`config.mk`:
```
export PLATFORM = sky130hd
export DESIGN_NAME = sasq_top
export DESIGN_NICKNAME = d
export VERILOG_FILES = /design/src/core/sasq_pkg.sv /design/src/core/sasq_scale.sv /design/src/core/sasq_top.sv
export SDC_FILE = /design/constraint.sdc
export NUM_CORES = 1
export LEC_CHECK = 0
export BUFFER_PORTS_ARGS = -buffer_cell sky130_fd_sc_hd__buf_2
export CAP_MARGIN = 25
export CORE_ASPECT_RATIO = 1.1
export CORE_UTILIZATION = 40
export DETAILED_ROUTE_END_ITERATION = 6
export GPL_ROUTABILITY_DRIVEN = 0
export PLACE_DENSITY = 0.6
export SLEW_MARGIN = 20
export SYNTH_ARGS = -nofsm -noshare
export SYNTH_HDL_FRONTEND = slang
export SYNTH_SLANG_ARGS = --single-unit
export TNS_END_PERCENT = 100
```
`constraint.sdc`:
```
create_clock -name i_clk -period 8.1 [get_ports i_clk]
set_input_delay 1.215 -clock i_clk [delete_from_list [all_inputs] [get_ports i_clk]]
set_output_delay 1.215 -clock i_clk [all_outputs]
set_load 0.01 [all_outputs]
```
`src/core/sasq_pkg.sv`:
```
// Package for the sub-audio squelch setup block: word decode, field layout, timing
package sasq_pkg;
  localparam logic [7:0]  SASQ_ADDR_CFG    = 8'hc8;
  localparam int          SASQ_WORD_W      = 16;
  // Header bits of each configuration word
  localparam int          SASQ_HDR_START   = 15;
  localparam int          SASQ_HDR_SHORT   = 14;
  localparam int          SASQ_HDR_BLK_HI  = 13;
  localparam int          SASQ_HDR_BLK_LO  = 12;
  localparam logic [2:0]  SASQ_BLK_SUB     = 3'h2;
  localparam logic [2:0]  SASQ_BLK_GAIN    = 3'h4;
  localparam logic [2:0]  SASQ_IDX_LEVEL   = 3'h0;
  localparam logic [2:0]  SASQ_IDX_DETECT  = 3'h1;
  localparam logic [2:0]  SASQ_IDX_CODE_LO = 3'h2;
  localparam logic [2:0]  SASQ_IDX_CODE_HI = 3'h3;
  localparam logic [2:0]  SASQ_IDX_DROP    = 3'h4;
  localparam logic [2:0]  SASQ_IDX_FGAIN   = 3'h0;
  // Field positions
  localparam int          SASQ_LVL_MSB     = 11;
  localparam int          SASQ_LONG_BIT    = 11;
  localparam int          SASQ_THR_MSB     = 9;
  localparam int          SASQ_THR_LSB     = 4;
  localparam int          SASQ_BW_MSB      = 3;
  localparam int          SASQ_CODE_HALF   = 12;
  localparam int          SASQ_DROP_MSB    = 11;
  localparam int          SASQ_DROP_LSB    = 8;
  localparam int          SASQ_FGAIN_MSB   = 13;
  // Code lengths, as last bit index
  localparam logic [4:0]  SASQ_LAST_SHORT  = 5'h16;
  localparam logic [4:0]  SASQ_LAST_LONG   = 5'h17;
  // Bandwidth codes in use
  localparam logic [3:0]  SASQ_BW_FIRST    = 4'h6;
  localparam logic [3:0]  SASQ_BW_LAST     = 4'hb;
  // Scaling laws: level per count and gain full scale
  localparam int          SASQ_LVL_SHIFT   = 14;
  localparam int          SASQ_GAIN_SHIFT  = 15;
  // Timing
  localparam int          SASQ_CLK_KHZ     = 100_000;
  localparam int          SASQ_STEP_MS     = 8;
  localparam int          SASQ_DERESP_MS   = 40;
  localparam logic [4:0]  SASQ_DERESP_STEPS = 5'(SASQ_DERESP_MS / SASQ_STEP_MS);
  localparam int          SASQ_PRE_W       = 24;
  localparam logic [11:0] SASQ_RST_LEVEL   = 12'h000;
  localparam logic [23:0] SASQ_RST_CODE    = 24'h00_0000;

  typedef struct packed {
    logic [11:0] tx_level;
    logic        long_code_select;
    logic [5:0]  threshold;
    logic [3:0]  bandwidth;
    logic [23:0] code;
    logic [3:0]  dropout;
    logic [13:0] input_attenuation_value;
  } sasq_cfg_t;

  typedef struct packed {
    sasq_cfg_t              cfg;
    logic [2:0]             blk;
    logic [2:0]             idx;
    logic [4:0]             tx_idx;
    logic                   tx_bit;
    logic [23:0]            rx_sr;
    logic [4:0]             rx_cnt;
    logic                   match;
    logic [SASQ_PRE_W-1:0]  pre;
    logic [4:0]             steps;
    logic                   loss;
  } sasq_state_t;
endpackage

```
`src/core/sasq_scale.sv`:
```
// Multiplies a signed sample by an unsigned coefficient and drops a fixed shift
module sasq_scale
  import sasq_pkg::*;
#(
  parameter int DW    = 16,
  parameter int CW    = 16,
  parameter int SHIFT = 14
) (
  input  wire logic                 i_clk,
  input  wire logic                 i_resetn,
  input  wire logic signed [DW-1:0] i_sample,
  input  wire logic        [CW-1:0] i_coef,
  output logic signed      [DW-1:0] o_sample
);
  logic signed [DW+CW:0] prod;
  logic signed [DW+CW:0] shifted;

  always_comb begin
    prod    = i_sample * $signed({1'b0, i_coef});
    shifted = prod >>> SHIFT;
  end

  always_ff @(posedge i_clk or negedge i_resetn) begin
    if (!i_resetn) begin
      o_sample <= '0;
    end else begin
      o_sample <= shifted[DW-1:0];
    end
  end
endmodule

```
`src/core/sasq_top.sv`:
```
// Sub-audio squelch setup: config words, code shifter, code matcher, drop-out timer
//
// Function
// Transmit sub-audio amplitude scales by level count over 16384 of supply.
// Detect config bit 11 selects 24-bit codes when set, 23-bit when clear.
// Bits 9..4 hold detect threshold, 2 mV rms per count.
// Bits 3..0 pick tone bandwidth from six codes, 6 up to 11.
// Host picks code 6 for split tones, code 8 for ordinary tone squelch.
// Lower code word holds bits 11..0, upper word bits 23..12.
// Code is sent and compared least significant bit first.
// Code bit 23 is ignored unless the long code select is set.
// Drop-out field bits 11..8 sets tolerated absence, 8 ms per step.
// De-response time follows drop-out time, about 40 ms longer.
// Input gain factor is (32768 minus attenuation value) over 32768.
// Host keeps fine input gain between 0 and -3.5 dB.
// Host writes the reserved gain word as all zeros.
// Loss flagged only after absence exceeds drop-out time; detection restarts it.
// Words hold their value until rewritten or reset.
module sasq_top
  import sasq_pkg::*;
#(
  parameter int STEP_CYC = SASQ_STEP_MS * SASQ_CLK_KHZ,
  parameter int DW       = 16
) (
  input  wire logic                 i_clk,
  input  wire logic                 i_resetn,
  input  wire logic                 i_bus_reset,
  input  wire logic                 i_wr_valid,
  input  wire logic [7:0]           i_wr_addr,
  input  wire logic [15:0]          i_wr_data,
  input  wire logic                 i_tx_bit_tick,
  input  wire logic                 i_rx_bit_valid,
  input  wire logic                 i_rx_bit,
  input  wire logic                 i_subaudio_det,
  input  wire logic signed [DW-1:0] i_tone_sample,
  input  wire logic signed [DW-1:0] i_input_sample,
  output sasq_cfg_t                 o_cfg,
  output logic                      o_bw_valid,
  output logic                      o_tx_code_bit,
  output logic                      o_code_match,
  output logic                      o_subaudio_loss,
  output logic [4:0]                o_deresp_steps,
  output logic signed [DW-1:0]      o_tone_scaled,
  output logic signed [DW-1:0]      o_input_scaled
);
  localparam logic [SASQ_PRE_W-1:0] PRE_LAST = SASQ_PRE_W'(STEP_CYC - 1);

  sasq_state_t st_r;
  sasq_state_t st_nxt;
  logic        wr_hit;
  logic [2:0]  wr_blk;
  logic [2:0]  wr_idx;
  logic        wr_level;
  logic        wr_detect;
  logic        wr_code_lo;
  logic        wr_code_hi;
  logic        wr_drop;
  logic        wr_fgain;
  logic [4:0]  last_idx;
  logic [23:0] code_mask;
  logic [23:0] rx_aligned;
  logic [16:0] gain_coef;

  // A word with the start bit opens a block; following words step through it
  always_comb begin
    wr_hit = i_wr_valid && (i_wr_addr == SASQ_ADDR_CFG);
    if (i_wr_data[SASQ_HDR_START]) begin
      wr_idx = '0;
      if (i_wr_data[SASQ_HDR_SHORT]) begin
        wr_blk = {1'b0, i_wr_data[SASQ_HDR_BLK_HI:SASQ_HDR_BLK_LO]};
      end else begin
        wr_blk = SASQ_BLK_GAIN;
      end
    end else begin
      wr_blk = st_r.blk;
      // Index sticks at its top so a long block never wraps back onto word 0
      wr_idx = (&st_r.idx) ? st_r.idx : st_r.idx + 3'h1;
    end
    wr_level   = wr_hit && wr_blk == SASQ_BLK_SUB  && wr_idx == SASQ_IDX_LEVEL;
    wr_detect  = wr_hit && wr_blk == SASQ_BLK_SUB  && wr_idx == SASQ_IDX_DETECT;
    wr_code_lo = wr_hit && wr_blk == SASQ_BLK_SUB  && wr_idx == SASQ_IDX_CODE_LO;
    wr_code_hi = wr_hit && wr_blk == SASQ_BLK_SUB  && wr_idx == SASQ_IDX_CODE_HI;
    wr_drop    = wr_hit && wr_blk == SASQ_BLK_SUB  && wr_idx == SASQ_IDX_DROP;
    wr_fgain   = wr_hit && wr_blk == SASQ_BLK_GAIN && wr_idx == SASQ_IDX_FGAIN;
  end

  always_comb begin
    last_idx  = st_r.cfg.long_code_select ? SASQ_LAST_LONG : SASQ_LAST_SHORT;
    code_mask = st_r.cfg.long_code_select ? 24'hff_ffff : 24'h7f_ffff;
    // 23-bit frames fill the shifter from bit 23 down, so drop the extra bit
    if (st_r.cfg.long_code_select) begin
      rx_aligned = st_r.rx_sr;
    end else begin
      rx_aligned = {1'b0, st_r.rx_sr[23:1]};
    end
  end

  always_comb begin
    st_nxt = st_r;
    if (wr_hit) begin
      st_nxt.blk = wr_blk;
      st_nxt.idx = wr_idx;
    end
    if (wr_level) begin
      st_nxt.cfg.tx_level = i_wr_data[SASQ_LVL_MSB:0];
    end
    if (wr_detect) begin
      st_nxt.cfg.long_code_select = i_wr_data[SASQ_LONG_BIT];
      st_nxt.cfg.threshold        = i_wr_data[SASQ_THR_MSB:SASQ_THR_LSB];
      st_nxt.cfg.bandwidth        = i_wr_data[SASQ_BW_MSB:0];
    end
    if (wr_code_lo) begin
      st_nxt.cfg.code[SASQ_CODE_HALF-1:0] = i_wr_data[SASQ_CODE_HALF-1:0];
    end
    if (wr_code_hi) begin
      st_nxt.cfg.code[23:SASQ_CODE_HALF] = i_wr_data[SASQ_CODE_HALF-1:0];
    end
    if (wr_drop) begin
      st_nxt.cfg.dropout = i_wr_data[SASQ_DROP_MSB:SASQ_DROP_LSB];
    end
    if (wr_fgain) begin
      st_nxt.cfg.input_attenuation_value = i_wr_data[SASQ_FGAIN_MSB:0];
    end

    // Transmit shifter walks the code from bit 0 upward and wraps
    if (i_tx_bit_tick) begin
      st_nxt.tx_bit = st_r.cfg.code[st_r.tx_idx];
      if (st_r.tx_idx >= last_idx) begin
        st_nxt.tx_idx = '0;
      end else begin
        st_nxt.tx_idx = st_r.tx_idx + 5'h1;
      end
    end

    // Received bits enter at the top so the first one of a 24-bit frame ends in bit 0
    if (i_rx_bit_valid) begin
      st_nxt.rx_sr = {i_rx_bit, st_r.rx_sr[23:1]};
      if (st_r.rx_cnt <= last_idx) begin
        st_nxt.rx_cnt = st_r.rx_cnt + 5'h1;
      end
    end
    st_nxt.match = (st_r.rx_cnt > last_idx) &&
                   ((rx_aligned & code_mask) == (st_r.cfg.code & code_mask));

    // Absence timer counts 8 ms steps; any detection restarts it
    if (i_subaudio_det) begin
      st_nxt.pre   = '0;
      st_nxt.steps = '0;
      st_nxt.loss  = 1'b0;
    end else begin
      if (st_r.pre >= PRE_LAST) begin
        st_nxt.pre = '0;
        if (st_r.steps != 5'h1f) begin
          st_nxt.steps = st_r.steps + 5'h1;
        end
      end else begin
        st_nxt.pre = st_r.pre + SASQ_PRE_W'(1);
      end
      st_nxt.loss = st_r.steps > {1'b0, st_r.cfg.dropout};
    end

    if (i_bus_reset) begin
      st_nxt = '0;
      st_nxt.cfg.tx_level = SASQ_RST_LEVEL;
      st_nxt.cfg.code     = SASQ_RST_CODE;
    end
  end

  always_ff @(posedge i_clk or negedge i_resetn) begin
    if (!i_resetn) begin
      st_r <= '0;
    end else begin
      st_r <= st_nxt;
    end
  end

  assign gain_coef = 17'h0_8000 - {3'h0, st_r.cfg.input_attenuation_value};

  sasq_scale #(
    .DW    (DW),
    .CW    (12),
    .SHIFT (SASQ_LVL_SHIFT)
  ) u_tone_scale (
    .i_clk    (i_clk),
    .i_resetn (i_resetn),
    .i_sample (i_tone_sample),
    .i_coef   (st_r.cfg.tx_level),
    .o_sample (o_tone_scaled)
  );

  sasq_scale #(
    .DW    (DW),
    .CW    (17),
    .SHIFT (SASQ_GAIN_SHIFT)
  ) u_input_scale (
    .i_clk    (i_clk),
    .i_resetn (i_resetn),
    .i_sample (i_input_sample),
    .i_coef   (gain_coef),
    .o_sample (o_input_scaled)
  );

  assign o_cfg           = st_r.cfg;
  assign o_bw_valid      = (st_r.cfg.bandwidth >= SASQ_BW_FIRST) &&
                           (st_r.cfg.bandwidth <= SASQ_BW_LAST);
  assign o_tx_code_bit   = st_r.tx_bit;
  assign o_code_match    = st_r.match;
  assign o_subaudio_loss = st_r.loss;
  assign o_deresp_steps  = {1'b0, st_r.cfg.dropout} + SASQ_DERESP_STEPS;

  a_long_sel_write: assert property (@(posedge i_clk) disable iff (!i_resetn)
    wr_detect && !i_bus_reset |=> o_cfg.long_code_select == $past(i_wr_data[11]))
    else $error("long code select not taken from bit 11");

  a_thresh_write: assert property (@(posedge i_clk) disable iff (!i_resetn)
    wr_detect && !i_bus_reset |=> o_cfg.threshold == $past(i_wr_data[9:4]))
    else $error("detect threshold not taken from bits 9..4");

  a_bw_write: assert property (@(posedge i_clk) disable iff (!i_resetn)
    wr_detect && !i_bus_reset |=> o_cfg.bandwidth == $past(i_wr_data[3:0]))
    else $error("bandwidth not taken from bits 3..0");

  a_code_upper_write: assert property (@(posedge i_clk) disable iff (!i_resetn)
    wr_code_hi && !i_bus_reset |=> o_cfg.code[23:12] == $past(i_wr_data[11:0]))
    else $error("upper code word not stored in bits 23..12");

  a_tx_lsb_first: assert property (@(posedge i_clk) disable iff (!i_resetn)
    i_tx_bit_tick && st_r.tx_idx == 5'h0 && !i_bus_reset
      |=> o_tx_code_bit == $past(st_r.cfg.code[0]))
    else $error("code does not start with bit 0");

  a_short_wrap: assert property (@(posedge i_clk) disable iff (!i_resetn)
    i_tx_bit_tick && !st_r.cfg.long_code_select && st_r.tx_idx == 5'h16 && !i_bus_reset
      |=> st_r.tx_idx == 5'h0)
    else $error("23-bit code did not wrap after bit 22");

  a_drop_write: assert property (@(posedge i_clk) disable iff (!i_resetn)
    wr_drop && !i_bus_reset |=> o_cfg.dropout == $past(i_wr_data[11:8]))
    else $error("drop-out time not taken from bits 11..8");

  a_loss_restart: assert property (@(posedge i_clk) disable iff (!i_resetn)
    i_subaudio_det |=> !o_subaudio_loss ##0 st_r.steps == 5'h0)
    else $error("detection did not clear loss and restart count");

  a_loss_late: assert property (@(posedge i_clk) disable iff (!i_resetn)
    $rose(o_subaudio_loss) |-> $past(st_r.steps) > {1'b0, $past(o_cfg.dropout)})
    else $error("loss raised before drop-out time elapsed");

  a_level_hold: assert property (@(posedge i_clk) disable iff (!i_resetn)
    !wr_level && !i_bus_reset |=> $stable(o_cfg.tx_level))
    else $error("transmit level changed without a write");

  a_level_write: assert property (@(posedge i_clk) disable iff (!i_resetn)
    wr_level && !i_bus_reset |=> o_cfg.tx_level == $past(i_wr_data[SASQ_LVL_MSB:0]))
    else $error("transmit level not taken from bits 11..0");

  a_code_lower_write: assert property (@(posedge i_clk) disable iff (!i_resetn)
    wr_code_lo && !i_bus_reset |=> o_cfg.code[11:0] == $past(i_wr_data[11:0]))
    else $error("lower code word not stored in bits 11..0");

  a_long_wrap: assert property (@(posedge i_clk) disable iff (!i_resetn)
    i_tx_bit_tick && st_r.cfg.long_code_select && !i_bus_reset &&
      st_r.tx_idx == SASQ_LAST_LONG |=> st_r.tx_idx == 5'h0)
    else $error("24-bit code did not wrap after bit 23");

  a_short_top_skip: assert property (@(posedge i_clk) disable iff (!i_resetn)
    i_tx_bit_tick && !st_r.cfg.long_code_select && !i_bus_reset
      |=> st_r.tx_idx != SASQ_LAST_LONG)
    else $error("23-bit code reached bit 23");

  a_match_len: assert property (@(posedge i_clk) disable iff (!i_resetn)
    o_code_match |-> $past(st_r.rx_cnt) > $past(last_idx))
    else $error("match flagged before a full code was received");

  a_steps_count: assert property (@(posedge i_clk) disable iff (!i_resetn)
    !i_subaudio_det && !i_bus_reset && st_r.pre >= PRE_LAST && st_r.steps != 5'h1f
      |=> st_r.steps == $past(st_r.steps) + 5'h1)
    else $error("drop-out step not counted");

  a_deresp_offset: assert property (@(posedge i_clk) disable iff (!i_resetn)
    o_deresp_steps * SASQ_STEP_MS == o_cfg.dropout * SASQ_STEP_MS + SASQ_DERESP_MS)
    else $error("de-response time not drop-out time plus offset");

  a_gain_write: assert property (@(posedge i_clk) disable iff (!i_resetn)
    wr_fgain && !i_bus_reset
      |=> o_cfg.input_attenuation_value == $past(i_wr_data[SASQ_FGAIN_MSB:0]))
    else $error("attenuation not taken from bits 13..0");

  a_loss_needs_absence: assert property (@(posedge i_clk) disable iff (!i_resetn)
    o_subaudio_loss |-> $past(!i_subaudio_det))
    else $error("loss flagged while sub-audio was detected");

  a_bw_flag: assert property (@(posedge i_clk) disable iff (!i_resetn)
    o_bw_valid == (o_cfg.bandwidth[3] ? (o_cfg.bandwidth[2:0] <= 3'h3)
                                      : (o_cfg.bandwidth[3:1] == 3'h3)))
    else $error("bandwidth flag disagrees with the six codes");

  a_idx_sticks: assert property (@(posedge i_clk) disable iff (!i_resetn)
    wr_hit && !i_wr_data[SASQ_HDR_START] && (&st_r.idx) && !i_bus_reset
      |=> (&st_r.idx))
    else $error("word index wrapped inside a block");

  a_bus_reset_clear: assert property (@(posedge i_clk) disable iff (!i_resetn)
    i_bus_reset |=> o_cfg.tx_level == SASQ_RST_LEVEL && o_cfg.code == SASQ_RST_CODE &&
      !o_subaudio_loss && !o_code_match)
    else $error("bus reset did not clear the block");

  a_foreign_addr: assert property (@(posedge i_clk) disable iff (!i_resetn)
    (!i_wr_valid || i_wr_addr != SASQ_ADDR_CFG) && !i_bus_reset |=> $stable(o_cfg))
    else $error("configuration changed without a write");
endmodule

```
==> metrics.cfg, run 1 <==
[clock_tree]
cts_tree=yes
cts_sinks=168
cts_buffer_depth=2
cts-root-buf=clkbuf_16
clkTransAtPathRegs_ns=0.09
postCtsSetupRepairBufs=0
worstSkewPairLatency_ns=0.46
cts_max_level=4
cts_inserted_buffers=17
cts_resized=0
holdBufCountCts=0

[route]
viasPerCell=5.10
drt-total-wl_mm=60.9
drtIter0Drc=1163
vias=17100
postRouteAntennaNets=0
drc=16
dr.pass1.iters=7
routedWlPerCell_um=18.1

[worst_hold_path]
holdCritStartpoint=st_r[6]
hold-path-endpoint=st_r[6]
hold_path.class=reg2reg
hold_depth=1

[sta]
relSlewSlack=0.320
fin_hold_ws_ns=0.485
setup_ws_ns=0.334
setup_violations=0
rsz0062_at_grt=no
max_freq_mhz=129
period_share=0.959
fin_crit_ns=7.77
drv_slew=0
hold_violations=0
tightest_slew_ns=1.01
clock_skew_ns=0.0193
fin_tns_setup_ns=0

[logic_synthesis]
ys_seq_area_frac=0.179
synth-adder-area-share=0.413
syn_avg_cell_area_um2=9.25
synthFlopType=dfrtp_1
synth_edf_count=0
synth_xor_area_frac=0.0361
synthArstFlopShare=1.00
synth_seq_cells=168
ys_top_cells_by_area=fa_1, dfrtp_1, ha_1, inv_1, and2_1
synth_top_family_by_area=adder cells
yosys.area_share.simple=0.168
synth_top_area_cell=fa_1
synthDominantCellAreaShare=0.315
netlist_instances=2547
netlist_area_um2=23500
synth_compound_area_frac=0.0516
yosys_warnings=0
synthMuxAreaShare=0.0408
ys_types=72

[global_route]
grt_pass1_vias=18600
grt_start_max_net_pins=90
grt_pass1_wl_mm=99.2
antenna_found_initial=4
grt_util_all_layers=0.214
overflow=0

[final_layout]
stdcell_count=3355
layout-drive-gt1-share=0.0950
synthToLayoutAreaGrowth_pct=7.39
fillers=5679
fin_nets=3207
post-route-util=0.438

[power_and_ir_drop]
power.clock.fraction=0.408
p_per_area_nw_per_um2=85.9
swShare=0.307
p_int_mw=1.50
max-vdd-ir-drop_uv=139
comb_power_share=0.176
leakage_nw=12.8
p_sw_uw=668
pwr-share-seq=0.415

[critical_path]
slowest_stage=fa_1
worst_ep_arrival_time_ns=8.09
crit_path_frequent_cell=fa_1
worstSetupPathType=reg2reg
regToRegSetupSlack_ns=0.33
required_ns=8.43
crit_path_start_kind=flip-flop
max_stage_delay_ns=0.57
end_kind=flip-flop
reg2reg_from=o_cfg[3]
reg2reg_to=u_input_scale.o_sample[12]
crit_fanout=10
ff2ff_path_depth=23
crit_chain=or3_1 -> nor4_4 -> nand2_1 -> nor3_1 -> xnor2_1 -> buf_4 -> nand2_1 -> fa_1 -> fa_1 -> inv_1 -> fa_1 -> fa_1 -> fa_1 -> inv_1 -> fa_1 -> inv_1 -> ha_1 -> nand3_1 -> o21ai_0 -> a211oi_1 -> a311oi_2 -> a21oi_1 -> o32a_1

[floorplanning]
chipHeight_um=256
start_util=0.408
rows=92
die_x_um=233
io_pins=170
design.core.area_um2=57800
die_area_um2=59800

[place]
dp_hpwl_mm=47.6
dp_worst_setup_slack_ns=0.167
portBuffers=169
place_inst=3321

[flow_run]
drv_cap=0

[run_status]
status=finished with violations
violations=design-rule violations

==> routing by layer <==
| metal | global-route usage | vias up | share of wire |
|---|---|---|---|
| met5 | 0 | - | 0.00053 |
| met4 | 0.0659 | 6 | 0.029 |
| met3 | 0.0385 | 91 | 0.053 |
| met2 | 0.359 | 418 | 0.49 |
| met1 | 0.279 | 8770 | 0.43 |
| li1 | - | 7834 | - |
==> cells in the final DEF (no fill, tap or decap), types with 10 or more instances in the layout <==
cell / n
clkbuf_16: 17
nand2_1: 321
ha_1: 185
nor4_1: 11
nand4_1: 16
nand2b_1: 14
fa_1: 370
a21oi_1: 91
a211oi_1: 10
buf_2: 167
nor2_1: 137
nand3_1: 25
nor3_1: 16
xor2_1: 34
mux2i_1: 79
nor2b_1: 10
xnor2_1: 60
a21o_1: 10
and2_1: 235
buf_4: 22
dfrtp_1: 168
o21ai_0: 27
inv_1: 456
==> area by class of cell <==
type	count	area (um2)	share of cell area
flip-flops and latches	168	4200	0.166
clock inverters	13	183	0.00722
repair buffers	192	1030	0.0409
inverters	456	1710	0.0677
well taps	752	941	0.0372
multi-input cells	1753	16800	0.663
diodes	2	5.00	0.000198
clock buffers	19	443	0.0175
==> power by group through the flow <==
stage               combinational [mW]  clock (mW)  sequential (mW)
finish                           0.383       0.887            0.902
global route                     0.425       0.943            0.903
CTS                              0.384       0.908            0.900
detailed placement               0.381           0            0.915
global placement                 0.376           0            0.917
floorplan                        0.216           0            0.908
==> Yosys cell counts, types with 4 or more instances <==
master	instances
a21o_1	10
buf_4	66
nand3_1	25
o31ai_1	7
nand2b_1	14
a21oi_1	91
nor2b_1	10
mux2i_1	79
dfrtp_1	168
xnor2_1	62
and2_1	235
xor2_1	35
o21a_1	5
nor3_1	16
and3_1	7
nand2_1	321
clkbuf_1	95
o21bai_1	5
o21ai_0	28
fa_1	370
a211oi_1	10
inv_1	456
ha_1	185
nand4_1	16
mux4_2	7
nor4_1	11
buf_2	9
nor2_1	137
or3_1	5
or2_2	4
==> worst max path at each step <==
stage | endpoint | from
after floorplan | u_input_scale.o_sample[12] | o_cfg[0]
after global placement | u_input_scale.o_sample[12] | o_cfg[3]
after detailed placement | u_input_scale.o_sample[12] | o_cfg[3]
after CTS | u_input_scale.o_sample[12] | o_cfg[3]
after global routing | u_input_scale.o_sample[12] | o_cfg[3]
final | u_input_scale.o_sample[12] | o_cfg[3]
==> state kept, by name, summed over array words and instances, names as in the netlist <==
signal and count:
o_cfg 65, o_tx_code_bit 1, u_input_scale.o_sample 16, o_subaudio_loss 1, o_code_match 1, u_tone_scale.o_sample 15, st_r 69
==> through the flow <==
step / instance area [um2] / total power, mW
3_3_place_gp: 24600 / 1.29
2_1_floorplan: 23600 / 1.12
3_5_place_dp: 24600 / 1.30
6_report: 25300 / 2.17
5_1_grt: 25300 / 2.27
4_1_cts: 25300 / 2.19
==> kinds of logic (layout without fill, tap and decap cells) <==
group / Yosys count / count (layout)
fa+ha+maj: 555 / 555
compound gates: 194 / 194
other cells: 1 / 6
simple gates: 816 / 816
mux: 87 / 87
buf+inv: 629 / 680
xor+xnor: 97 / 97
flops: 168 / 168
==> critical path: cells and delay by family (launching register included) <==
kind | cells | cell delay (ns)
simple gates | 6 | 1.45
flops | 1 | 0.43
buf+inv | 4 | 0.44
xor+xnor | 1 | 0.33
compound gates | 5 | 1.44
fa+ha+maj | 7 | 3.53
Note: power is estimated with default switching activity, not from simulation.
==> run 2, diff against run 1 <==
--- a/config.mk
+++ b/config.mk
@@ -12,6 +12,7 @@
 export DETAILED_ROUTE_END_ITERATION = 6
 export GPL_ROUTABILITY_DRIVEN = 0
 export PLACE_DENSITY = 0.6
+export REMOVE_ABC_BUFFERS = 1
 export SLEW_MARGIN = 20
 export SYNTH_ARGS = -nofsm -noshare
 export SYNTH_HDL_FRONTEND = slang
==> metrics.cfg, run 2 (synthesized netlist as in run 1, its figures left out) <==
[run_status]
status=finished with violations
violations=design-rule violations

[critical_path]
cp_top_family=adder cells
required_ns=8.49
worstSetupPathType=reg2reg
cp.depth=23
slowest_stage=a311oi_1
max_stage_delay_ns=0.58
crit_path_frequent_cell=fa_1
crit_chain=or3_1 -> nor4_2 -> nand2_1 -> o41a_1 -> nor2_2 -> nand2_1 -> fa_1 -> fa_1 -> inv_1 -> fa_1 -> fa_1 -> fa_1 -> inv_1 -> fa_1 -> inv_1 -> ha_1 -> nand3_1 -> o21ai_0 -> a211oi_1 -> a311oi_1 -> a21oi_1 -> o21bai_1 -> xor2_1
ff2ff_path_depth=23
crit_path_start_kind=flip-flop
crit_buf_inv=3
end_kind=flip-flop
crit_fanout=7
worst_ep_arrival_time_ns=8.02

[power_and_ir_drop]
swShare=0.312
power.clock.fraction=0.418
p_sw_uw=684
p_per_area_nw_per_um2=86.7
leakage_nw=12.7
pwr-share-seq=0.406
comb_power_share=0.176
p_int_mw=1.51
max-vdd-ir-drop_uv=138

[final_layout]
largest_register=st_r
layout-drive-gt1-share=0.0931
layout_commonest_cell=inv_1
synthToLayoutAreaGrowth_pct=7.36
fillers=5632
final_cell_mix=inv_1, fa_1, nand2_1
largest_reg_flops=69
fin_nets=3205

[clock_tree]
cts_inserted_buffers=17
cts_sinks=168
cts_max_level=4
cts_buffer_depth=2
cts-root-buf=clkbuf_16
worstSkewPairLatency_ns=0.48
postCtsSetupRepairBufs=0
holdBufCountCts=0
cts_resized=0
cts_tree=yes
clkTransAtPathRegs_ns=0.07

[route]
postRouteAntennaNets=0
routedWlPerCell_um=17.9
drt-total-wl_mm=60.1
drtIter0Drc=901
viasPerCell=5.11
vias=17200
drc=36
dr.pass1.iters=7

[sta]
rsz0062_at_grt=no
fin_hold_ws_ns=0.493
clock_skew_ns=0.0175
relSlewSlack=0.315
period_share=0.943
fin_crit_ns=7.64
hold_violations=0
tightest_slew_ns=1.02
setup_violations=0
fin_tns_setup_ns=0
max_freq_mhz=131
drv_slew=0

[floorplanning]
chipHeight_um=256
design.core.area_um2=57800
rows=92
io_pins=170
start_util=0.408
die_area_um2=59800
die_x_um=233

[place]
dp_hpwl_mm=46.5
portBuffers=169

[global_route]
grt_start_max_net_pins=103
grt_util_all_layers=0.212
antenna_found_initial=5
grt_pass1_vias=18500
grt_pass1_wl_mm=98.3
overflow=0

[worst_hold_path]
hold_depth=1
hold_path.class=reg2reg

[flow_run]
drv_cap=0

[run 2: layout make-up]
type / instances / area (um2) / share of cell area
Inverter: 456 / 1710 / 0.0677
Clock buffer: 17 / 425 / 0.0168
Multi-Input combinational cell: 1753 / 16700 / 0.662
Sequential cell: 168 / 4200 / 0.166
Timing Repair Buffer: 190 / 1040 / 0.0410
Antenna cell: 2 / 5.00 / 0.000198
Tap cell: 752 / 941 / 0.0372
Clock inverter: 15 / 230 / 0.00911
[run 2: per-layer routing]
layer	GRT usage	vias to the layer above	wire (um)
met5	0	-	13
met4	0.0721	2	1540
met3	0.0349	92	3020
met2	0.360	398	30200
met1	0.272	8818	25300
li1	-	7840	-
[run 2: through the flow]
stage                     setup WS [ns]  power [mW]  instances   util  cell area, um2
after global routing              0.107        2.29       3352  0.437           25300
after CTS                         0.531        2.22       3350  0.437           25200
after detailed placement          0.606        1.29       3318  0.426           24600
after global placement            0.734        1.28       3317  0.425           24600
final                             0.465        2.19       3353  0.437           25300
after floorplan                    1.18        1.10       2377      -           22600
[run 2: power by group through the flow]
stage	Combinational, mW	Clock (mW)	Sequential, mW
finish	0.386	0.916	0.888
global route	0.426	0.971	0.892
CTS	0.387	0.942	0.889
detailed placement	0.384	0	0.905
global placement	0.377	0	0.906
floorplan	0.184	0	0.912
[run 2: path summary, 6_finish.rpt]
check	startpoint	slack (ns)	endpoint
setup / recovery	o_cfg[3]	0.46	u_input_scale.o_sample[11]
hold / removal	st_r[6]	0.49	st_r[6]
setup reg to reg	o_cfg[3]	0.46	u_input_scale.o_sample[11]
hold reg to reg	st_r[6]	0.49	st_r[6]
max in group asynchronous	i_resetn	5.76	u_input_scale.o_sample[0]
min in group asynchronous	i_resetn	0.67	u_tone_scale.o_sample[4]
